**config.mk**
```make
export PLATFORM = sky130hd
export DESIGN_NAME = crs_host_flat
export DESIGN_NICKNAME = d
export VERILOG_FILES = /design/src/hdl/crs_pkg.sv /design/src/hdl/crs_link.sv /design/src/hdl/crs_host.sv /design/src/flat_wrapper.sv
export SDC_FILE = /design/constraint.sdc
export NUM_CORES = 1
export LEC_CHECK = 0
export ABC_AREA = 1
export ABC_CLOCK_PERIOD_IN_PS = 2200
export BUFFER_PORTS_ARGS = -buffer_cell sky130_fd_sc_hd__buf_2
export CORE_UTILIZATION = 50
export DETAILED_ROUTE_END_ITERATION = 8
export GPL_TIMING_DRIVEN = 0
export MAX_ROUTING_LAYER = met4
export PLACE_DENSITY = 0.78
export SLEW_MARGIN = 15
export SYNTH_ARGS = -nofsm -noshare
export SYNTH_HDL_FRONTEND = slang
export SYNTH_SLANG_ARGS = --single-unit
```
**constraint.sdc**
```tcl
create_clock -name clk -period 2.2 [get_ports clk]
set_clock_uncertainty 0.2 [all_clocks]
set_input_delay 0.44 -clock clk [delete_from_list [all_inputs] [get_ports clk]]
set_output_delay 0.44 -clock clk [all_outputs]
set_load 0.02 [all_outputs]
```
**src/hdl/crs_pkg.sv**
```systemverilog
// crs_pkg: constants and types shared by the row refresh sequencer and its controller
// assumes a single 40 MHz clock shared by both ends
package crs_pkg;
  localparam int          ADDR_W        = 12;
  localparam int          CODE_W        = 7;
  localparam int          DOTS          = 7;
  localparam int          CURSOR_STAGES = 3;
  localparam logic [1:0]  DIV_LAST      = 2'h3;   // four clocks per dot
  localparam logic [2:0]  DOT_LAST      = 3'h6;   // seven dots per character
  localparam logic [6:0]  CHAR_LAST     = 7'h63;  // 100 character times per line
  localparam logic [6:0]  VIS_CHARS     = 7'h50;  // 80 characters of video
  localparam logic [6:0]  PRELOAD_CHAR  = 7'h60;  // three character times before video
  localparam logic [6:0]  GUARD_CHAR    = 7'h5a;  // ram handed back ahead of row start
  localparam logic [3:0]  SCAN_LAST     = 4'h9;   // ten scan lines per row
  localparam logic [3:0]  FONT_LINES    = 4'h7;   // lines 7..9 carry no video
  localparam logic [3:0]  IRQ_PREV_LINE = 4'h7;   // advancing past it enters line 8
  localparam logic [4:0]  VIS_ROWS      = 5'h18;  // 24 rows of video
  localparam logic [4:0]  VIS_LAST_ROW  = 5'h17;
  localparam logic [4:0]  ROW_LAST      = 5'h19;  // two blank rows of retrace
  localparam logic [11:0] ROW_STRIDE    = 12'h050;
  localparam logic [11:0] ADDR_WRAP     = 12'hf00;
  localparam logic [11:0] HOME_ADDR     = 12'h000;
  localparam int          CLK_NS        = 25;
  localparam int          ROW_SERVICE_NS  = 64000;
  localparam int          ROW_SERVICE_CYC = ROW_SERVICE_NS / CLK_NS;
  localparam logic [11:0] LATE_LAST     = 12'(ROW_SERVICE_CYC - 1);
  localparam logic [4:0]  OFS_CTRL      = 5'h00;
  localparam logic [4:0]  OFS_NEXT_ROW  = 5'h04;
  localparam logic [4:0]  OFS_CURSOR    = 5'h08;
  localparam logic [4:0]  OFS_TOP       = 5'h0c;
  localparam logic [4:0]  OFS_STATUS    = 5'h10;
  localparam logic [4:0]  OFS_MASK      = 5'h14;
  localparam logic [4:0]  OFS_LIVE      = 5'h18;
  localparam int          CTRL_SERVE    = 0;
  localparam int          CTRL_SEQ      = 1;
  localparam int          ST_ROW        = 0;
  localparam int          ST_VERT       = 1;
  localparam int          ST_LATE       = 2;
  localparam logic [1:0]  RESP_OKAY     = 2'h0;
  localparam logic [1:0]  RESP_SLVERR   = 2'h2;
  typedef enum logic [1:0] {
    CRS_SEL_ROW    = 2'b00,
    CRS_SEL_CURSOR = 2'b01,
    CRS_SEL_TOP    = 2'b10,
    CRS_SEL_CLEAR  = 2'b11
  } crs_sel_t;
  typedef enum logic [0:0] {
    CRS_HS_IDLE  = 1'b0,
    CRS_HS_DRIVE = 1'b1
  } crs_hstate_t;
endpackage

```
**src/hdl/crs_link.sv**
```systemverilog
// crs_link: shared address port, register loads and interrupt latches between the ends
// assumes both ends run on the same clock; the bus level is resolved here from the enables
`timescale 1ns/10ps
`default_nettype none
interface crs_link;
  import crs_pkg::*;
  logic [ADDR_W-1:0] dev_addr;
  logic              dev_addr_oe;
  logic [ADDR_W-1:0] host_addr;
  logic              host_addr_oe;
  logic [ADDR_W-1:0] addr_bus;
  logic              ram_free;
  logic              reg_load;
  crs_sel_t          reg_sel;
  logic              irq_clear;
  logic              new_row_irq;
  logic              vert_irq;
  // an undriven bus reads as zero
  assign addr_bus = dev_addr_oe ? dev_addr : (host_addr_oe ? host_addr : '0);
  modport dev (
    output dev_addr, dev_addr_oe, ram_free, new_row_irq, vert_irq,
    input  addr_bus, reg_load, reg_sel, irq_clear
  );
  modport host (
    output host_addr, host_addr_oe, reg_load, reg_sel, irq_clear,
    input  addr_bus, dev_addr_oe, ram_free, new_row_irq, vert_irq
  );
endinterface
`default_nettype wire

```
**src/hdl/crs_host.sv**
```systemverilog
// crs_host: controller end; serves row and vertical interrupts of the sequencer
// assumes an AXI4-Lite master on the same clock; registers are one word each
//
// Added by the designer: the AXI4-Lite register port and the register offsets.
`timescale 1ns/10ps
`default_nettype none
module crs_host
  import crs_pkg::*;
(
  input  wire logic        clk,
  input  wire logic        arst_n,
  crs_link.host            link,
  input  wire logic [4:0]  s_axi_awaddr,
  input  wire logic        s_axi_awvalid,
  output logic             s_axi_awready,
  input  wire logic [31:0] s_axi_wdata,
  input  wire logic [3:0]  s_axi_wstrb,
  input  wire logic        s_axi_wvalid,
  output logic             s_axi_wready,
  output logic [1:0]       s_axi_bresp,
  output logic             s_axi_bvalid,
  input  wire logic        s_axi_bready,
  input  wire logic [4:0]  s_axi_araddr,
  input  wire logic        s_axi_arvalid,
  output logic             s_axi_arready,
  output logic [31:0]      s_axi_rdata,
  output logic [1:0]       s_axi_rresp,
  output logic             s_axi_rvalid,
  input  wire logic        s_axi_rready,
  output logic             irq
);
  function automatic logic [11:0] merge(input logic [11:0] old, input logic [31:0] d,
                                        input logic [3:0] s);
    merge = {s[1] ? d[11:8] : old[11:8], s[0] ? d[7:0] : old[7:0]};
  endfunction
  function automatic logic [11:0] wrap_add(input logic [11:0] a);
    logic [11:0] sum;
    sum      = 12'(a + ROW_STRIDE);
    wrap_add = (sum >= ADDR_WRAP) ? HOME_ADDR : sum;
  endfunction

  logic [4:0]  aw_q;
  logic [31:0] wd_q;
  logic [3:0]  ws_q;
  logic [1:0]  ctrl_r;
  logic [11:0] next_row_r;
  logic [11:0] cursor_r;
  logic [11:0] top_r;
  logic [2:0]  status;
  logic [2:0]  mask;
  logic [11:0] seq_ptr;
  logic [3:0]  pend;
  logic        init_done;
  logic        row_q;
  logic        vert_q;
  logic        late_run;
  logic [11:0] late_cnt;
  crs_hstate_t hstate;
  crs_sel_t    job;

  wire logic row_ev  = link.new_row_irq & ~row_q;
  wire logic vert_ev = link.vert_irq & ~vert_q;
  wire logic serve   = init_done && ctrl_r[CTRL_SERVE];
  wire logic wr_do   = !s_axi_awready && !s_axi_wready && !s_axi_bvalid;
  wire logic ar_take = s_axi_arvalid && s_axi_arready;
  wire logic wr_hit  = aw_q <= OFS_MASK && aw_q[1:0] == 2'h0;
  wire logic rd_hit  = s_axi_araddr <= OFS_LIVE && s_axi_araddr[1:0] == 2'h0;
  wire logic [2:0] w1c = (wr_do && aw_q == OFS_STATUS && ws_q[0]) ? wd_q[2:0] : 3'h0;
  wire logic late_hit = late_run && late_cnt == LATE_LAST;
  wire logic drive_go = hstate == CRS_HS_IDLE && link.ram_free && |pend;
  wire logic job_done = hstate == CRS_HS_DRIVE;
  wire logic [3:0] done_mask = job_done ? (4'h1 << job) : 4'h0;
  wire crs_sel_t pick = pend[CRS_SEL_CURSOR] ? CRS_SEL_CURSOR :
                        pend[CRS_SEL_TOP]    ? CRS_SEL_TOP    :
                        pend[CRS_SEL_ROW]    ? CRS_SEL_ROW    : CRS_SEL_CLEAR;
  wire logic [11:0] row_val = ctrl_r[CTRL_SEQ] ? seq_ptr : next_row_r;
  wire logic [11:0] pick_val = pick == CRS_SEL_CURSOR ? cursor_r :
                               pick == CRS_SEL_TOP    ? top_r : row_val;
  // one bit per job, indexed by its select code: clear, top, cursor, row
  wire logic [3:0] set_mask = {serve && (row_ev || vert_ev), wr_do && aw_q == OFS_TOP,
    wr_do && aw_q == OFS_CURSOR, serve && row_ev};
  wire logic [31:0] rd_word =
    s_axi_araddr == OFS_CTRL     ? {30'h0, ctrl_r} :
    s_axi_araddr == OFS_NEXT_ROW ? {20'h0, next_row_r} :
    s_axi_araddr == OFS_CURSOR   ? {20'h0, cursor_r} :
    s_axi_araddr == OFS_TOP      ? {20'h0, top_r} :
    s_axi_araddr == OFS_STATUS   ? {29'h0, status} :
    s_axi_araddr == OFS_MASK     ? {29'h0, mask} :
    s_axi_araddr == OFS_LIVE     ? {30'h0, init_done, link.ram_free} : 32'h0;

  // axi4-lite slave
  always_ff @(posedge clk or negedge arst_n) begin
    if (!arst_n) begin
      s_axi_awready <= 1'b1;
      s_axi_wready  <= 1'b1;
      s_axi_bvalid  <= 1'b0;
      s_axi_bresp   <= RESP_OKAY;
      s_axi_arready <= 1'b1;
      s_axi_rvalid  <= 1'b0;
      s_axi_rdata   <= 32'h0;
      s_axi_rresp   <= RESP_OKAY;
      aw_q          <= 5'h00;
      wd_q          <= 32'h0;
      ws_q          <= 4'h0;
    end else begin
      if (s_axi_awvalid && s_axi_awready) begin
        aw_q          <= s_axi_awaddr;
        s_axi_awready <= 1'b0;
      end
      if (s_axi_wvalid && s_axi_wready) begin
        wd_q         <= s_axi_wdata;
        ws_q         <= s_axi_wstrb;
        s_axi_wready <= 1'b0;
      end
      if (wr_do) begin
        s_axi_bvalid <= 1'b1;
        s_axi_bresp  <= wr_hit ? RESP_OKAY : RESP_SLVERR;
      end else if (s_axi_bvalid && s_axi_bready) begin
        s_axi_bvalid  <= 1'b0;
        s_axi_awready <= 1'b1;
        s_axi_wready  <= 1'b1;
      end
      if (ar_take) begin
        s_axi_arready <= 1'b0;
        s_axi_rvalid  <= 1'b1;
        s_axi_rdata   <= rd_word;
        s_axi_rresp   <= rd_hit ? RESP_OKAY : RESP_SLVERR;
      end else if (s_axi_rvalid && s_axi_rready) begin
        s_axi_rvalid  <= 1'b0;
        s_axi_arready <= 1'b1;
      end
    end
  end

  always_ff @(posedge clk or negedge arst_n) begin
    if (!arst_n) begin
      ctrl_r     <= 2'h0;
      next_row_r <= HOME_ADDR;
      cursor_r   <= HOME_ADDR;
      top_r      <= HOME_ADDR;
      mask       <= 3'h0;
    end else if (wr_do) begin
      case (aw_q)
        OFS_CTRL:     ctrl_r     <= ws_q[0] ? wd_q[1:0] : ctrl_r;
        OFS_NEXT_ROW: next_row_r <= merge(next_row_r, wd_q, ws_q);
        OFS_CURSOR:   cursor_r   <= merge(cursor_r, wd_q, ws_q);
        OFS_TOP:      top_r      <= merge(top_r, wd_q, ws_q);
        OFS_MASK:     mask       <= ws_q[0] ? wd_q[2:0] : mask;
        default:      ;
      endcase
    end
  end

  // events, sticky status and the lateness watchdog
  always_ff @(posedge clk or negedge arst_n) begin
    if (!arst_n) begin
      row_q    <= 1'b0;
      vert_q   <= 1'b0;
      status   <= 3'h0;
      irq      <= 1'b0;
      late_run <= 1'b0;
      late_cnt <= 12'h000;
    end else begin
      row_q  <= link.new_row_irq;
      vert_q <= link.vert_irq;
      status <= {late_hit, vert_ev, row_ev} | (status & ~w1c);
      irq    <= |(status & mask);
      if (serve && row_ev) begin
        late_run <= 1'b1;
        late_cnt <= 12'h000;
      end else if (job_done && job == CRS_SEL_CLEAR || late_hit) begin
        late_run <= 1'b0;
      end else if (late_run) begin
        late_cnt <= 12'(late_cnt + 12'h001);
      end
    end
  end

  // one-cycle register loads and latch clears over the shared address port
  always_ff @(posedge clk or negedge arst_n) begin
    if (!arst_n) begin
      hstate            <= CRS_HS_IDLE;
      job               <= CRS_SEL_CLEAR;
      pend              <= 4'b1110;
      init_done         <= 1'b0;
      seq_ptr           <= ROW_STRIDE;
      link.host_addr    <= HOME_ADDR;
      link.host_addr_oe <= 1'b0;
      link.reg_load     <= 1'b0;
      link.reg_sel      <= CRS_SEL_ROW;
      link.irq_clear    <= 1'b0;
    end else begin
      pend <= (pend & ~done_mask) | set_mask;
      if (serve && vert_ev) begin
        seq_ptr <= wrap_add(top_r);
      end else if (job_done && job == CRS_SEL_ROW) begin
        seq_ptr <= wrap_add(seq_ptr);
      end
      case (hstate)
        CRS_HS_IDLE: begin
          if (drive_go) begin
            hstate            <= CRS_HS_DRIVE;
            job               <= pick;
            link.host_addr    <= pick_val;
            link.host_addr_oe <= pick != CRS_SEL_CLEAR;
            link.reg_load     <= pick != CRS_SEL_CLEAR;
            link.reg_sel      <= pick;
            link.irq_clear    <= pick == CRS_SEL_CLEAR;
          end
        end
        CRS_HS_DRIVE: begin
          hstate            <= CRS_HS_IDLE;
          link.host_addr_oe <= 1'b0;
          link.reg_load     <= 1'b0;
          link.irq_clear    <= 1'b0;
          if (job == CRS_SEL_CLEAR) begin
            init_done <= 1'b1;
          end
        end
        default: hstate <= CRS_HS_IDLE;
      endcase
    end
  end
endmodule
`default_nettype wire

```
**src/flat_wrapper.sv**
```systemverilog
// flat-port wrapper written by rule: the top's interface ports become plain ports
module crs_host_flat import crs_pkg::*;
  (clk, arst_n, s_axi_awaddr, s_axi_awvalid, s_axi_awready, s_axi_wdata, s_axi_wstrb, s_axi_wvalid, s_axi_wready, s_axi_bresp, s_axi_bvalid, s_axi_bready, s_axi_araddr, s_axi_arvalid, s_axi_arready, s_axi_rdata, s_axi_rresp, s_axi_rvalid, s_axi_rready, irq, link_host_addr, link_host_addr_oe, link_reg_load, link_reg_sel, link_irq_clear, link_dev_addr_oe, link_ram_free, link_new_row_irq, link_vert_irq);
  crs_link link_i ();
  input  wire logic clk;
  input  wire logic arst_n;
  input  wire logic [4:0] s_axi_awaddr;
  input  wire logic s_axi_awvalid;
  output logic s_axi_awready;
  input  wire logic [31:0] s_axi_wdata;
  input  wire logic [3:0] s_axi_wstrb;
  input  wire logic s_axi_wvalid;
  output logic s_axi_wready;
  output logic [1:0] s_axi_bresp;
  output logic s_axi_bvalid;
  input  wire logic s_axi_bready;
  input  wire logic [4:0] s_axi_araddr;
  input  wire logic s_axi_arvalid;
  output logic s_axi_arready;
  output logic [31:0] s_axi_rdata;
  output logic [1:0] s_axi_rresp;
  output logic s_axi_rvalid;
  input  wire logic s_axi_rready;
  output logic irq;
  output wire logic [$bits(link_i.host_addr)-1:0] link_host_addr;
  output wire logic [$bits(link_i.host_addr_oe)-1:0] link_host_addr_oe;
  output wire logic [$bits(link_i.reg_load)-1:0] link_reg_load;
  output wire logic [$bits(link_i.reg_sel)-1:0] link_reg_sel;
  output wire logic [$bits(link_i.irq_clear)-1:0] link_irq_clear;
  input wire logic [$bits(link_i.dev_addr_oe)-1:0] link_dev_addr_oe;
  input wire logic [$bits(link_i.ram_free)-1:0] link_ram_free;
  input wire logic [$bits(link_i.new_row_irq)-1:0] link_new_row_irq;
  input wire logic [$bits(link_i.vert_irq)-1:0] link_vert_irq;
  assign link_host_addr = link_i.host_addr;
  assign link_host_addr_oe = link_i.host_addr_oe;
  assign link_reg_load = link_i.reg_load;
  assign link_reg_sel = link_i.reg_sel;
  assign link_irq_clear = link_i.irq_clear;
  assign link_i.dev_addr_oe = link_dev_addr_oe;
  assign link_i.ram_free = link_ram_free;
  assign link_i.new_row_irq = link_new_row_irq;
  assign link_i.vert_irq = link_vert_irq;
  crs_host u_core (.clk(clk), .arst_n(arst_n), .link(link_i), .s_axi_awaddr(s_axi_awaddr), .s_axi_awvalid(s_axi_awvalid), .s_axi_awready(s_axi_awready), .s_axi_wdata(s_axi_wdata), .s_axi_wstrb(s_axi_wstrb), .s_axi_wvalid(s_axi_wvalid), .s_axi_wready(s_axi_wready), .s_axi_bresp(s_axi_bresp), .s_axi_bvalid(s_axi_bvalid), .s_axi_bready(s_axi_bready), .s_axi_araddr(s_axi_araddr), .s_axi_arvalid(s_axi_arvalid), .s_axi_arready(s_axi_arready), .s_axi_rdata(s_axi_rdata), .s_axi_rresp(s_axi_rresp), .s_axi_rvalid(s_axi_rvalid), .s_axi_rready(s_axi_rready), .irq(irq));
endmodule
```
==> After elaboration in Yosys (flattened, before gate mapping) <==
Cells that the tools add are included.
{ "classes": {"add_sub_neg": 3, "order_cmp": 4, "eq_ne": 19, "shift": 1, "n_mux": 44, "bitwise_logic": 12, "reduce_logical": 50} }
{ "op_table": {"columns": ["cell", "count"], "rows": [
  ["$mux W32", 6],
  ["$mux W12", 10],
  ["$eq A5 B5 Y1 const B", 5],
  ["$add A12 B7 Y12 const B", 2],
  ["$ge A12 B12 Y1 const B", 2],
  ["$reduce_and A3 Y1", 8],
  ["$logic_and A1 B1 Y1", 22],
  ["$eq A5 B4 Y1 const B", 4],
  ["$mux W1", 17],
  ["$add A12 B1 Y12 const B", 1],
  ["$eq A12 B12 Y1 const B", 1],
  ["$mux W2", 6],
  ["$eq A5 B3 Y1 const B", 2],
  ["$le A5 B5 Y1 const B", 2],
  ["$logic_not A5 Y1", 2],
  ["$reduce_bool A2 Y1", 5],
  ["$and A3 B3 Y3", 2],
  ["$eq A2 B2 Y1 const B", 3],
  ["$logic_not A2 Y1", 3],
  ["$pmux W1 S2", 3],
  ["$reduce_and A2 Y1", 3],
  ["$and A4 B4 Y4", 1],
  ["$mux W4", 1],
  ["$ne A2 B1 Y1 const B", 2],
  ["other kinds (14)", 20]
]} }
{ "word_totals": {"reg_bits": 156, "input_bits": 57, "output_inout_bits": 59, "elab_cells": 167} }

==> Logic depth before layout (Yosys ltp) <==
Gate-level depths: netlist of the first run.
{ "logic_depth": {"word_depth": 9, "ltp_mapped": 12, "depth_no_buf": 12} }

==> Worst setup path before layout of the first run <==
Ideal clock, no wire load.
{ "synth_timing": {"path_kind": "register to register", "startpoint": "reg u_core.seq_ptr[4]", "endpoint": "reg u_core.seq_ptr[0]", "setup_ns": 0.116, "t_arrival_ns": 1.531, "required_time_ns": 1.884, "setup_slack_ns": 0.353, "stages_incl_launch_ff": 11, "n_path_buf": 0, "synth_period_minus_slack_ns": 1.847, "cell_sequence": "dfstp_2 > ha_1 > nor2_1 > o21bai_1 > nand2_1 > nor2_1 > nand3_1 > nand2_1 > nand2_1 > nand2_1 > nand2_1"} }
{ "synth_between": {"elab_chain_len": 5} }
{ "synth_rtl": {"columns": ["element", "line", "text"], "rows": [
  ["from (decl)", "crs_host.sv:51", "logic [11:0] seq_ptr;"],
  ["from (signal assigned)", "crs_host.sv:195", "seq_ptr <= wrap_add(top_r);"],
  ["from (signal assigned)", "crs_host.sv:197", "seq_ptr <= wrap_add(seq_ptr);"],
  ["$add A12 B7 Y12", "crs_host.sv:38", "sum = 12'(a + ROW_STRIDE);"],
  ["$ge A12 B12 Y1", "crs_host.sv:39", "wrap_add = (sum >= ADDR_WRAP) ? HOME_ADDR : sum;"],
  ["$mux W12", "crs_host.sv:39", null],
  ["$mux W12", "crs_host.sv:196", "end else if (job_done && job == CRS_SEL_ROW) begin"],
  ["$mux W12", "crs_host.sv:194", "if (serve && vert_ev) begin"]
]} }
No other way between the ends. The select of a mux whose other input is x is not followed.
A chain may end at the register's enable or synchronous reset.

==> Final worst setup path of the first run <==
{ "layout_timing": {"startpoint": "in link_new_row_irq", "endpoint": "reg u_core.late_cnt[5]"} }
{ "layout_between": {"elab_chain_len": 4, "word_cells_on_any_way": 6} }
{ "layout_rtl": {"columns": ["element", "line", "text"], "rows": [
  ["from (decl)", "flat_wrapper.sv:32", "input wire logic [$bits(link_i.new_row_irq)-1:0] link_new_row_irq;"],
  ["$and A1 B1 Y1 *", "crs_host.sv:61", "wire logic row_ev = link.new_row_irq & ~row_q;"],
  ["$logic_and A1 B1 Y1 *", "crs_host.sv:168", "if (serve && row_ev) begin"],
  ["$ne A2 B1 Y1 (no line) or $reduce_bool A2 Y1 (tied branches)", null, null],
  ["$reduce_and A2 Y1 (no line)", null, null],
  ["to (signal assigned)", "crs_host.sv:174", "late_cnt <= 12'(late_cnt + 12'h001);"],
  ["to (decl)", "crs_host.sv:57", "logic [11:0] late_cnt;"]
]} }
Every way passes the cells marked *; elsewhere a longest branch is shown, timed or not.

==> results.cfg, run 1 <==
[detailed_routing]
drt_pass1_iterations = 6
routed-via-count = 5889
vias_per_cell = 5.12
postRouteAntennaNets = 0
detailedRoute.firstIterationViolations = 470
route.detailed.wl_per_inst_um = 14.0
post-route-drc-count = 0
sum_of_routed_wire_length_over_all_layers_mm = 16.1

[placed_design]
port-buffer-count = 69
globalplace.congestion = 0.917
preCtsSetupSlack_ps = 34.4
hpwlAfterDp_mm = 11.6

[grt]
grt_first_pass_wirelength_mm = 26.7
grt_pass1_vias = 5563
grt_antenna_before_repair = 0
globalRouteOverflowTotal = 0
groute.usage.overall = 0.252
pin_count_of_the_biggest_net_entering_global_routing = 80

[sta]
final_min_period_over_clock_period = 0.935
rsz0062_at_grt = no
worst_margin_slew_ps = 729
layout_setup_ws_ps = 143
finalSetupViolCount = 0
finalCriticalPeriod_ps = 2060
max_freq_ghz = 0.486
hold_viol = 0
slew_headroom = 0.514
drv_slew = 0

[logic_synthesis]
synth-seq-area-share = 0.504
synth_simple_gate_area_share = 0.247
ys_ff_latch = 134
fraction_of_the_mapped_netlist_area_in_adder_cells = 0.00562
combinational_family_with_the_most_area_after_synthesis = simple AND/OR/NAND/NOR gates
syn_inst = 848
share_of_cell_area_taken_by_muxes_after_synthesis = 0.00506
synthXorXnorAreaFrac = 0.0144
synth.distinct_cells = 35
yosysWarningCount = 0
syn_area_mm2 = 0.00668
synth.avg_cell_area_um2 = 7.88
synth-compound-area-share = 0.125

[floorplanning]
core-area_mm2 = 0.0128
dieHeight_um = 118
initial_core_utilization = 0.521
die_w_um = 118
placementRows = 41
die_area_mm2 = 0.0138
pin_count = 116

[finish]
area.growth.synth_to_final_pct = 20.4
nFillCells = 1122
multi_input_area_mm2 = 0.00275
final-seq-area_mm2 = 0.00337
nets = 1026
diodes = 0
layout-drive-gt1-share = 0.172

[power_and_ir_drop]
fin_total_pwr_w = 0.0106
power.static_leakage_nw = 4.15
power.density_cell_area_mw_per_mm2 = 1320
vdd_ir_drop_max_v = 0.000685

[clock_tree]
clk_transition_reported_paths_ps = 50
cts-root-to-sink-buffers = 2
worst_skew_pair.late_latency_ps = 430
clock-sinks = 134
cts-root-buf = clkbuf_16
clock_tree_from_tritoncts = built
cts_made_buffers = 17
htreeDepth = 4

[setup_path]
worst_setup_path_end_kind = register
worstSetupStartpointType = input pin
ws_path_type = in2reg
crit_path_max_fanout = 10
critPathRequiredTime_ps = 2310
arrival_ps = 2170

[worst_hold_path]
hold_class = in2reg

[outcome]
outcome = completed

[job]
max_cap_violations = 0
through the flow:
step | area [um^2] | hold slack, ps | TNS, ps | util | instances
after CTS | 8010 | 8.34 | 0 | 0.625 | 1149
after detailed placement | 7350 | 261 | 0 | 0.573 | 1111
final | 8040 | 9.76 | 0 | 0.627 | 1151
after global routing | 8040 | 43.8 | 0 | 0.627 | 1151
after global placement | 7320 | 255 | -163620 | 0.571 | 1110
after floorplan | 6760 | -55.6 | 0 | - | 869
registers in the layout, indices dropped and copies added, names as in the netlist, 2 cells and up:
| name | flops |
|---|---|
| u_core.next_row_r | 12 |
| u_core.link.host_addr | 12 |
| u_core.ctrl_r | 2 |
| u_core.late_cnt | 12 |
| u_core.pend | 4 |
| u_core.seq_ptr | 12 |
| u_core.cursor_r | 12 |
| u_core.ws_q | 2 |
| u_core.wd_q | 12 |
| u_core.top_r | 12 |
| u_core.mask | 3 |
| u_core.status | 3 |
| u_core.job | 2 |
| u_core.aw_q | 5 |
| u_core.s_axi_rdata | 12 |
| u_core.link.reg_sel | 2 |
cells by family after synthesis:
family | Yosys count
flip-flops | 134
multiplexers | 3
AO/OA/AOI/OAI | 161
AND/OR/NAND/NOR | 391
XOR/XNOR | 11
buffers and inverters | 144
other | 1
adder cells (fa/ha/maj) | 3
layout make-up:
type	count	share of cell area
clock inverters	8	0.0118
well taps	172	0.0268
clock buffers	24	0.0624
multi-input cells	591	0.342
repair buffers	78	0.0565
plain buffers	48	0.0370
flip-flops and latches	134	0.419
inverters	96	0.0448
report_power, final:
part           switching (W)  leakage [nW]  internal [W]  total, W
clock                0.00102         0.292       0.00181   0.00283
sequential          0.000739          1.68       0.00344   0.00418
combinational        0.00238          2.17       0.00123   0.00361
total                0.00414          4.15       0.00647    0.0106
timing repair:
item | in CTS | in global routing
hold buffers | 6 | 0
gates resized for setup | 0 | 4
setup endpoints to repair | 0 | 5
buffers inserted | 0 | 2
endpoints found under the hold margin | 75 | 0
final timing paths:
kind,start,end,slack (ps),cells after the start
setup / recovery,link_new_row_irq,u_core.late_cnt[5]$_DFFE_PN0P_,140,8
hold reg to reg,u_core.link.reg_sel[1]$_DFFE_PN0P_,u_core.link.reg_sel[1]$_DFFE_PN0P_,270,2
hold / removal,s_axi_rready,u_core.s_axi_rvalid$_DFFE_PN0P_,10,2
setup reg to reg,u_core.late_cnt[0]$_DFFE_PN0P_,u_core.late_cnt[5]$_DFFE_PN0P_,140,9
min in group asynchronous,arst_n,u_core.s_axi_rvalid$_DFFE_PN0P_,410,2
max in group asynchronous,arst_n,u_core.seq_ptr[6]$_DFFE_PN1P_,590,3
cells in the mapped netlist, drive strengths merged:
library cell	count	area, um^2
nor3b	1	7.51
o211ai	3	22.5
nand3	43	228
a21oi	32	160
o21bai	1	7.51
inv	94	353
clkbuf	15	56.3
ha	3	37.5
buf	33	241
xnor2	1	8.76
dfstp	10	263
clkinv	2	7.51
a31oi	2	12.5
a211oi	3	22.5
or2	3	21.3
conb	1	3.75
a41oi	2	17.5
nand4	16	100
mux2	3	33.8
xor2	10	87.6
nand2	246	943
dfrtp	124	3100
o21ai	118	591
nor2	68	273
nor3	14	80.1
worst max-delay path, stage by stage:
cell           delay [ps]
dlygate4sd3_1         510
buf_2                 110
nand2_1                60
nor2_1                380
inv_1                 210
buf_2                 260
nand3_1               120
nand2_1                60
cell usage in the layout, fill, tap and decap left out, types with 22 or more instances in the layout:
cell     synthesis  routed
inv_1           91      91
nor2_1          65      63
conb_1           1      22
nand3_1         42      41
o21ai_0        118     118
dfrtp_1        124     124
nand2_1        242     242
buf_4           23      25
buf_2            7      75
a21oi_1         32      32
per-layer routing:
metal | GRT usage | vias up | part of all wire
li1 | - | 2926 | -
met3 | 0.0543 | 31 | 0.067
met1 | 0.330 | 2698 | 0.45
met4 | 0.108 | 0 | 0.022
met2 | 0.381 | 234 | 0.46
met5 | - | - | 0
No activity file was read; power rests on OpenSTA's default activity.
==> run 2, diff against run 1 <==
--- a/config.mk
+++ b/config.mk
@@ -8,7 +8,9 @@
 export ABC_AREA = 1
 export ABC_CLOCK_PERIOD_IN_PS = 2200
 export BUFFER_PORTS_ARGS = -buffer_cell sky130_fd_sc_hd__buf_2
-export CORE_UTILIZATION = 50
+export CELL_PAD_IN_SITES_DETAIL_PLACEMENT = 1
+export CELL_PAD_IN_SITES_GLOBAL_PLACEMENT = 2
+export CORE_UTILIZATION = 29
 export DETAILED_ROUTE_END_ITERATION = 8
 export GPL_TIMING_DRIVEN = 0
 export MAX_ROUTING_LAYER = met4
==> results.cfg, run 2 (synthesized netlist as in run 1, its figures left out) <==
[outcome]
outcome = completed

[setup_path]
worst_setup_path_end_kind = register
termination_of_the_worst_setup_path = u_core.cursor_r[11]$_DFFE_PN0P_
reg2reg_from = u_core.aw_q[0]$_DFFE_PN0P_
timing.critical_path.slowest_stage_cell = nor3_1
worst-path-buf-inv = 1
cp_top_family = simple AND/OR/NAND/NOR gates
ws_path_type = reg2reg
timing.reg2reg.setup_slack_ps = 160
worst_path_largest_cell_delay_ps = 450
critPathRequiredTime_ps = 2300
worst_r2r_endpoint = u_core.cursor_r[11]$_DFFE_PN0P_
crit_path_max_fanout = 8
setup.worst_path.start = u_core.aw_q[0]$_DFFE_PN0P_
arrival_ps = 2140
cp.depth = 6
timing.reg2reg.worst_path_depth = 6
worstSetupStartpointType = register
path_cells = nor2_1 > inv_2 > nor3_1 > nand3_1 > nand2_1 > o21ai_0

[floorplanning]
pin_count = 116
placementRows = 55
die_area_mm2 = 0.0236
dieHeight_um = 154
initial_core_utilization = 0.295
die_w_um = 154
core-area_mm2 = 0.0226

[power_and_ir_drop]
vdd_ir_drop_max_v = 0.000558
power_report.internal_total_w = 0.00654
power.static_leakage_nw = 4.16
sequentialPowerShare = 0.384
power_switching_w = 0.00432
power.switching_fraction = 0.398
combPwrFrac = 0.348
clock_power_share = 0.268
power.density_cell_area_mw_per_mm2 = 1320

[detailed_routing]
postRouteAntennaNets = 0
detailedRoute.firstIterationViolations = 253
vias_per_cell = 4.58
sum_of_routed_wire_length_over_all_layers_mm = 19.3
route.detailed.wl_per_inst_um = 15.3
drt_pass1_iterations = 4
post-route-drc-count = 0
routed-via-count = 5774

[grt]
grtUsageMet1 = 0.244
grt.met2_usage = 0.275
groute.usage.overall = 0.179
globalRouteOverflowTotal = 0
grt_antenna_before_repair = 0
pin_count_of_the_biggest_net_entering_global_routing = 79
grt_pass1_vias = 6023
grt.busiest_layer = met2
grt_first_pass_wirelength_mm = 32.0
grtUsageMet3 = 0.0316

[finish]
layout-drive-gt1-share = 0.176
final_common_cell = nand2_1
nets = 1025
area.growth.synth_to_final_pct = 23.1
post-route-cell-area_mm2 = 0.00822
final_cell_mix = nand2_1 (242), dfrtp_1 (124), o21ai_0 (118)
diodes = 0
finish.cell_count_without_fillers = 1262
final_core_utilization = 0.363

[placed_design]
placedInstanceArea_mm2 = 0.00750
placed_cells_incl_taps = 1224
globalplace.congestion = 0.811
preCtsSetupSlack_ps = -181
port-buffer-count = 69
hpwlAfterDp_mm = 14.7

[sta]
worst_margin_slew_ps = 557
worst_hold_slack_ps = 10.0
layout_setup_ws_ps = 159
hold_viol = 0
finalSetupViolCount = 0
max_freq_ghz = 0.490
finalCriticalPeriod_ps = 2040
drv_slew = 0
slew_headroom = 0.626
final_min_period_over_clock_period = 0.928

[job]
max_cap_violations = 0

[clock_tree]
htreeDepth = 4
cts-root-buf = clkbuf_16
worst_skew_pair.late_latency_ps = 420
cts_made_buffers = 17
clock-sinks = 134
cts-root-to-sink-buffers = 2
clk_transition_reported_paths_ps = 60
clock_tree_from_tritoncts = built

[worst_hold_path]
hold_class = in2reg
run 2: cell type report:
cell class / count / area (um^2)
Inverter: 96 / 364
Sequential cell: 134 / 3370
Clock inverter: 8 / 123
Timing Repair Buffer: 77 / 448
Multi-Input combinational cell: 591 / 2790
Buffer: 48 / 299
Tap cell: 285 / 357
Clock buffer: 23 / 478
Fill cell: 2795 / 14400
run 2: through the flow:
step | power [W] | setup TNS [ps]
after floorplan | 0.00657 | 0
after global placement | 0.00779 | -200970
after detailed placement | 0.00793 | -925
after CTS | 0.0109 | 0
after global routing | 0.0117 | -28.0
final | 0.0109 | 0
run 2: worst min-delay path by stage:
stage                                  startpoint                              end  slack, ps  depth (start not counted)
floorplan                                  arst_n       u_core.aw_q[0]$_DFFE_PN0P_        -60                          0
global placement    u_core.seq_ptr[3]$_DFFE_PN0P_    u_core.seq_ptr[3]$_DFFE_PN0P_        260                          2
detailed placement                         arst_n       u_core.wd_q[9]$_DFFE_PN0P_        220                          1
global route                         s_axi_rready  u_core.s_axi_rvalid$_DFFE_PN0P_         20                          2
finish                              s_axi_awvalid   u_core.s_axi_awready$_DFF_PN1_         10                          2
CTS                                  s_axi_rready  u_core.s_axi_rvalid$_DFFE_PN0P_         10                          2
run 2: worst register-to-register path: stages, from the launching register on:
cell	delay [ps]
dfrtp_1	390
nor2_1	210
inv_2	100
nor3_1	450
nand3_1	350
nand2_1	140
o21ai_0	80
run 2: repair_timing:
item	4_1_cts	5_1_grt
setup buffers	0	2
hold endpoints to repair	58	0
setup endpoints to repair	5	28
pin swaps	0	2
gates resized for setup	2	13
hold buffers	5	0
run 2: routing by layer:
metal  vias to the layer above  part of all wire
met5                         -                 0
li1                       2926                 -
met4                         0            0.0080
met2                        93              0.45
met3                        10             0.035
met1                      2745              0.50
run 2: power by group through the flow:
stage	clock network, W	logic, W	registers [W]
after CTS	0.00298	0.00376	0.00418
after floorplan	0	0.00233	0.00423
after global placement	0	0.00362	0.00418
after detailed placement	0	0.00372	0.00421
final	0.00291	0.00378	0.00417
after global routing	0.00309	0.00434	0.00430
==> run 3, diff against run 2 <==
--- a/config.mk
+++ b/config.mk
@@ -6,7 +6,7 @@
 export NUM_CORES = 1
 export LEC_CHECK = 0
 export ABC_AREA = 1
-export ABC_CLOCK_PERIOD_IN_PS = 2200
+export ABC_CLOCK_PERIOD_IN_PS = 1700
 export BUFFER_PORTS_ARGS = -buffer_cell sky130_fd_sc_hd__buf_2
 export CELL_PAD_IN_SITES_DETAIL_PLACEMENT = 1
 export CELL_PAD_IN_SITES_GLOBAL_PLACEMENT = 2
@@ -14,7 +14,7 @@
 export DETAILED_ROUTE_END_ITERATION = 8
 export GPL_TIMING_DRIVEN = 0
 export MAX_ROUTING_LAYER = met4
-export PLACE_DENSITY = 0.78
+export PLACE_DENSITY = 0.81
 export SLEW_MARGIN = 15
 export SYNTH_ARGS = -nofsm -noshare
 export SYNTH_HDL_FRONTEND = slang
==> constraint.sdc (replaced) <==
create_clock -name clk -period 1.7 [get_ports clk]
set_clock_uncertainty 0.2 [all_clocks]
set_input_delay 0.34 -clock clk [delete_from_list [all_inputs] [get_ports clk]]
set_output_delay 0.34 -clock clk [all_outputs]
set_load 0.02 [all_outputs]
==> results.cfg, run 3 (synthesized netlist as in run 1, its figures left out) <==
[placed_design]
hpwlAfterDp_mm = 14.8
placed_cells_incl_taps = 1224
port-buffer-count = 69
globalplace.congestion = 0.809
placedInstanceArea_mm2 = 0.00754
preCtsSetupSlack_ps = -502

[setup_path]
critPathRequiredTime_ps = 1820
worst_r2r_endpoint = u_core.seq_ptr[0]$_DFFE_PN0P_
worstSetupStartpointType = register
timing.reg2reg.setup_slack_ps = -220
reg2reg_from = u_core.ctrl_r[0]$_DFFE_PN0P_
ws_path_type = reg2reg
timing.reg2reg.worst_path_depth = 8
worst_setup_path_end_kind = register
crit_path_max_fanout = 10
arrival_ps = 2040

[detailed_routing]
routed-via-count = 6381
detailedRoute.firstIterationViolations = 291
sum_of_routed_wire_length_over_all_layers_mm = 23.2
vias_per_cell = 4.75
route.detailed.wl_per_inst_um = 17.3
drt_pass1_iterations = 4
postRouteAntennaNets = 0
post-route-drc-count = 0

[grt]
pin_count_of_the_biggest_net_entering_global_routing = 76
grt_first_pass_wirelength_mm = 34.3
grt_pass1_vias = 6372
grt_antenna_before_repair = 0
globalRouteOverflowTotal = 0
groute.usage.overall = 0.194

[finish]
layout-drive-gt1-share = 0.354
final_common_cell = nand2_1
finish.cell_count_without_fillers = 1343
diodes = 0
post-route-cell-area_mm2 = 0.00971
final_cell_mix = nand2_1 (188), dfrtp_1 (121), inv_1 (84)
nets = 1105
area.growth.synth_to_final_pct = 45.3

[sta]
finalSetupViolCount = 54
layout_setup_ws_ps = -215
final_min_period_over_clock_period = 1.13
max_freq_ghz = 0.522
setup-tns-final_ps = -5900
worst_margin_slew_ps = 614
drv_slew = 0
finalCriticalPeriod_ps = 1920
slew_headroom = 0.591
rsz0062_at_grt = yes
hold_viol = 0

[clock_tree]
clk_transition_reported_paths_ps = 60
cts-root-buf = clkbuf_16
htreeDepth = 4
cts_made_buffers = 17
clock_tree_from_tritoncts = built
worst_skew_pair.late_latency_ps = 430
cts-root-to-sink-buffers = 2
clock-sinks = 134

[floorplanning]
pin_count = 116
placementRows = 55
dieHeight_um = 154
initial_core_utilization = 0.295
core-area_mm2 = 0.0226
die_w_um = 154
die_area_mm2 = 0.0236

[outcome]
outcome = complete, but fails checks
violations = negative setup slack

[power_and_ir_drop]
power.density_cell_area_mw_per_mm2 = 1710
fin_total_pwr_w = 0.0166
power.static_leakage_nw = 4.75
vdd_ir_drop_max_v = 0.000753

[worst_hold_path]
end_point_of_the_most_critical_hold_path = u_core.ws_q[0]$_DFFE_PN0P_
hold_class = in2reg
worst_hold_startpoint = s_axi_wstrb[0]
worstHoldPathCells = 3

[job]
max_cap_violations = 0
run 3: where the power goes:
part           total, W  switching [W]  internal [W]
Sequential      0.00565        0.00119       0.00445
Clock           0.00382        0.00145       0.00237
Combinational   0.00712        0.00429       0.00283
run 3: critical path, cell delays in order, from the launching register on:
cell and delay, ps:
dfrtp_1 450, nand2_1 190, nor2_4 250, inv_1 160, clkbuf_4 260, nand2_4 100, nand2_4 80, nand2_2 70
nand2_2 50
run 3: final cells by class:
cell class,instances,area [um^2]
Clock inverter,10,130
Fill cell,2687,12900
Buffer,41,312
Multi-Input combinational cell,592,3420
Clock buffer,22,464
Tap cell,285,357
Inverter,96,388
Sequential cell,134,3370
Timing Repair Buffer,163,1270
run 3: worst max-delay path by stage:
stage,startpoint,endpoint,slack (ps),depth (start not counted)
after CTS,u_core.seq_ptr[4]$_DFFE_PN1P_,u_core.seq_ptr[0]$_DFFE_PN0P_,-190,10
after detailed placement,link_vert_irq,u_core.seq_ptr[0]$_DFFE_PN0P_,-500,9
final,u_core.ctrl_r[0]$_DFFE_PN0P_,u_core.seq_ptr[0]$_DFFE_PN0P_,-220,8
after floorplan,u_core.seq_ptr[4]$_DFFE_PN1P_,u_core.seq_ptr[0]$_DFFE_PN0P_,-30,10
after global placement,arst_n,u_core.s_axi_bvalid$_DFFE_PN0P_,-2220,1
after global routing,u_core.ctrl_r[0]$_DFFE_PN0P_,u_core.seq_ptr[11]$_DFFE_PN0P_,-320,8
run 3: through the flow:
| stage | util | hold WS [ps] |
|---|---|---|
| floorplan | - | -156 |
| global placement | 0.331 | 257 |
| detailed placement | 0.333 | 174 |
| CTS | 0.396 | 0.472 |
| global route | 0.429 | 6.66 |
| finish | 0.429 | 15.2 |
run 3: metal layers:
layer | part of all wire | track usage | up-vias
met4 | 0.021 | 0.0552 | 0
met1 | 0.46 | 0.252 | 3138
met2 | 0.49 | 0.310 | 116
met5 | 0 | - | -
li1 | - | - | 3089
met3 | 0.027 | 0.0366 | 38
run 3: repair_timing:
| action | in CTS | in global routing |
|---|---|---|
| endpoints found under the hold margin | 92 | 0 |
| pin swaps | 16 | 48 |
| setup buffers | 38 | 29 |
| endpoints found under the setup margin | 113 | 105 |
| hold buffers | 22 | 0 |
| resized for setup | 101 | 179 |
| gates cloned | 1 | 4 |
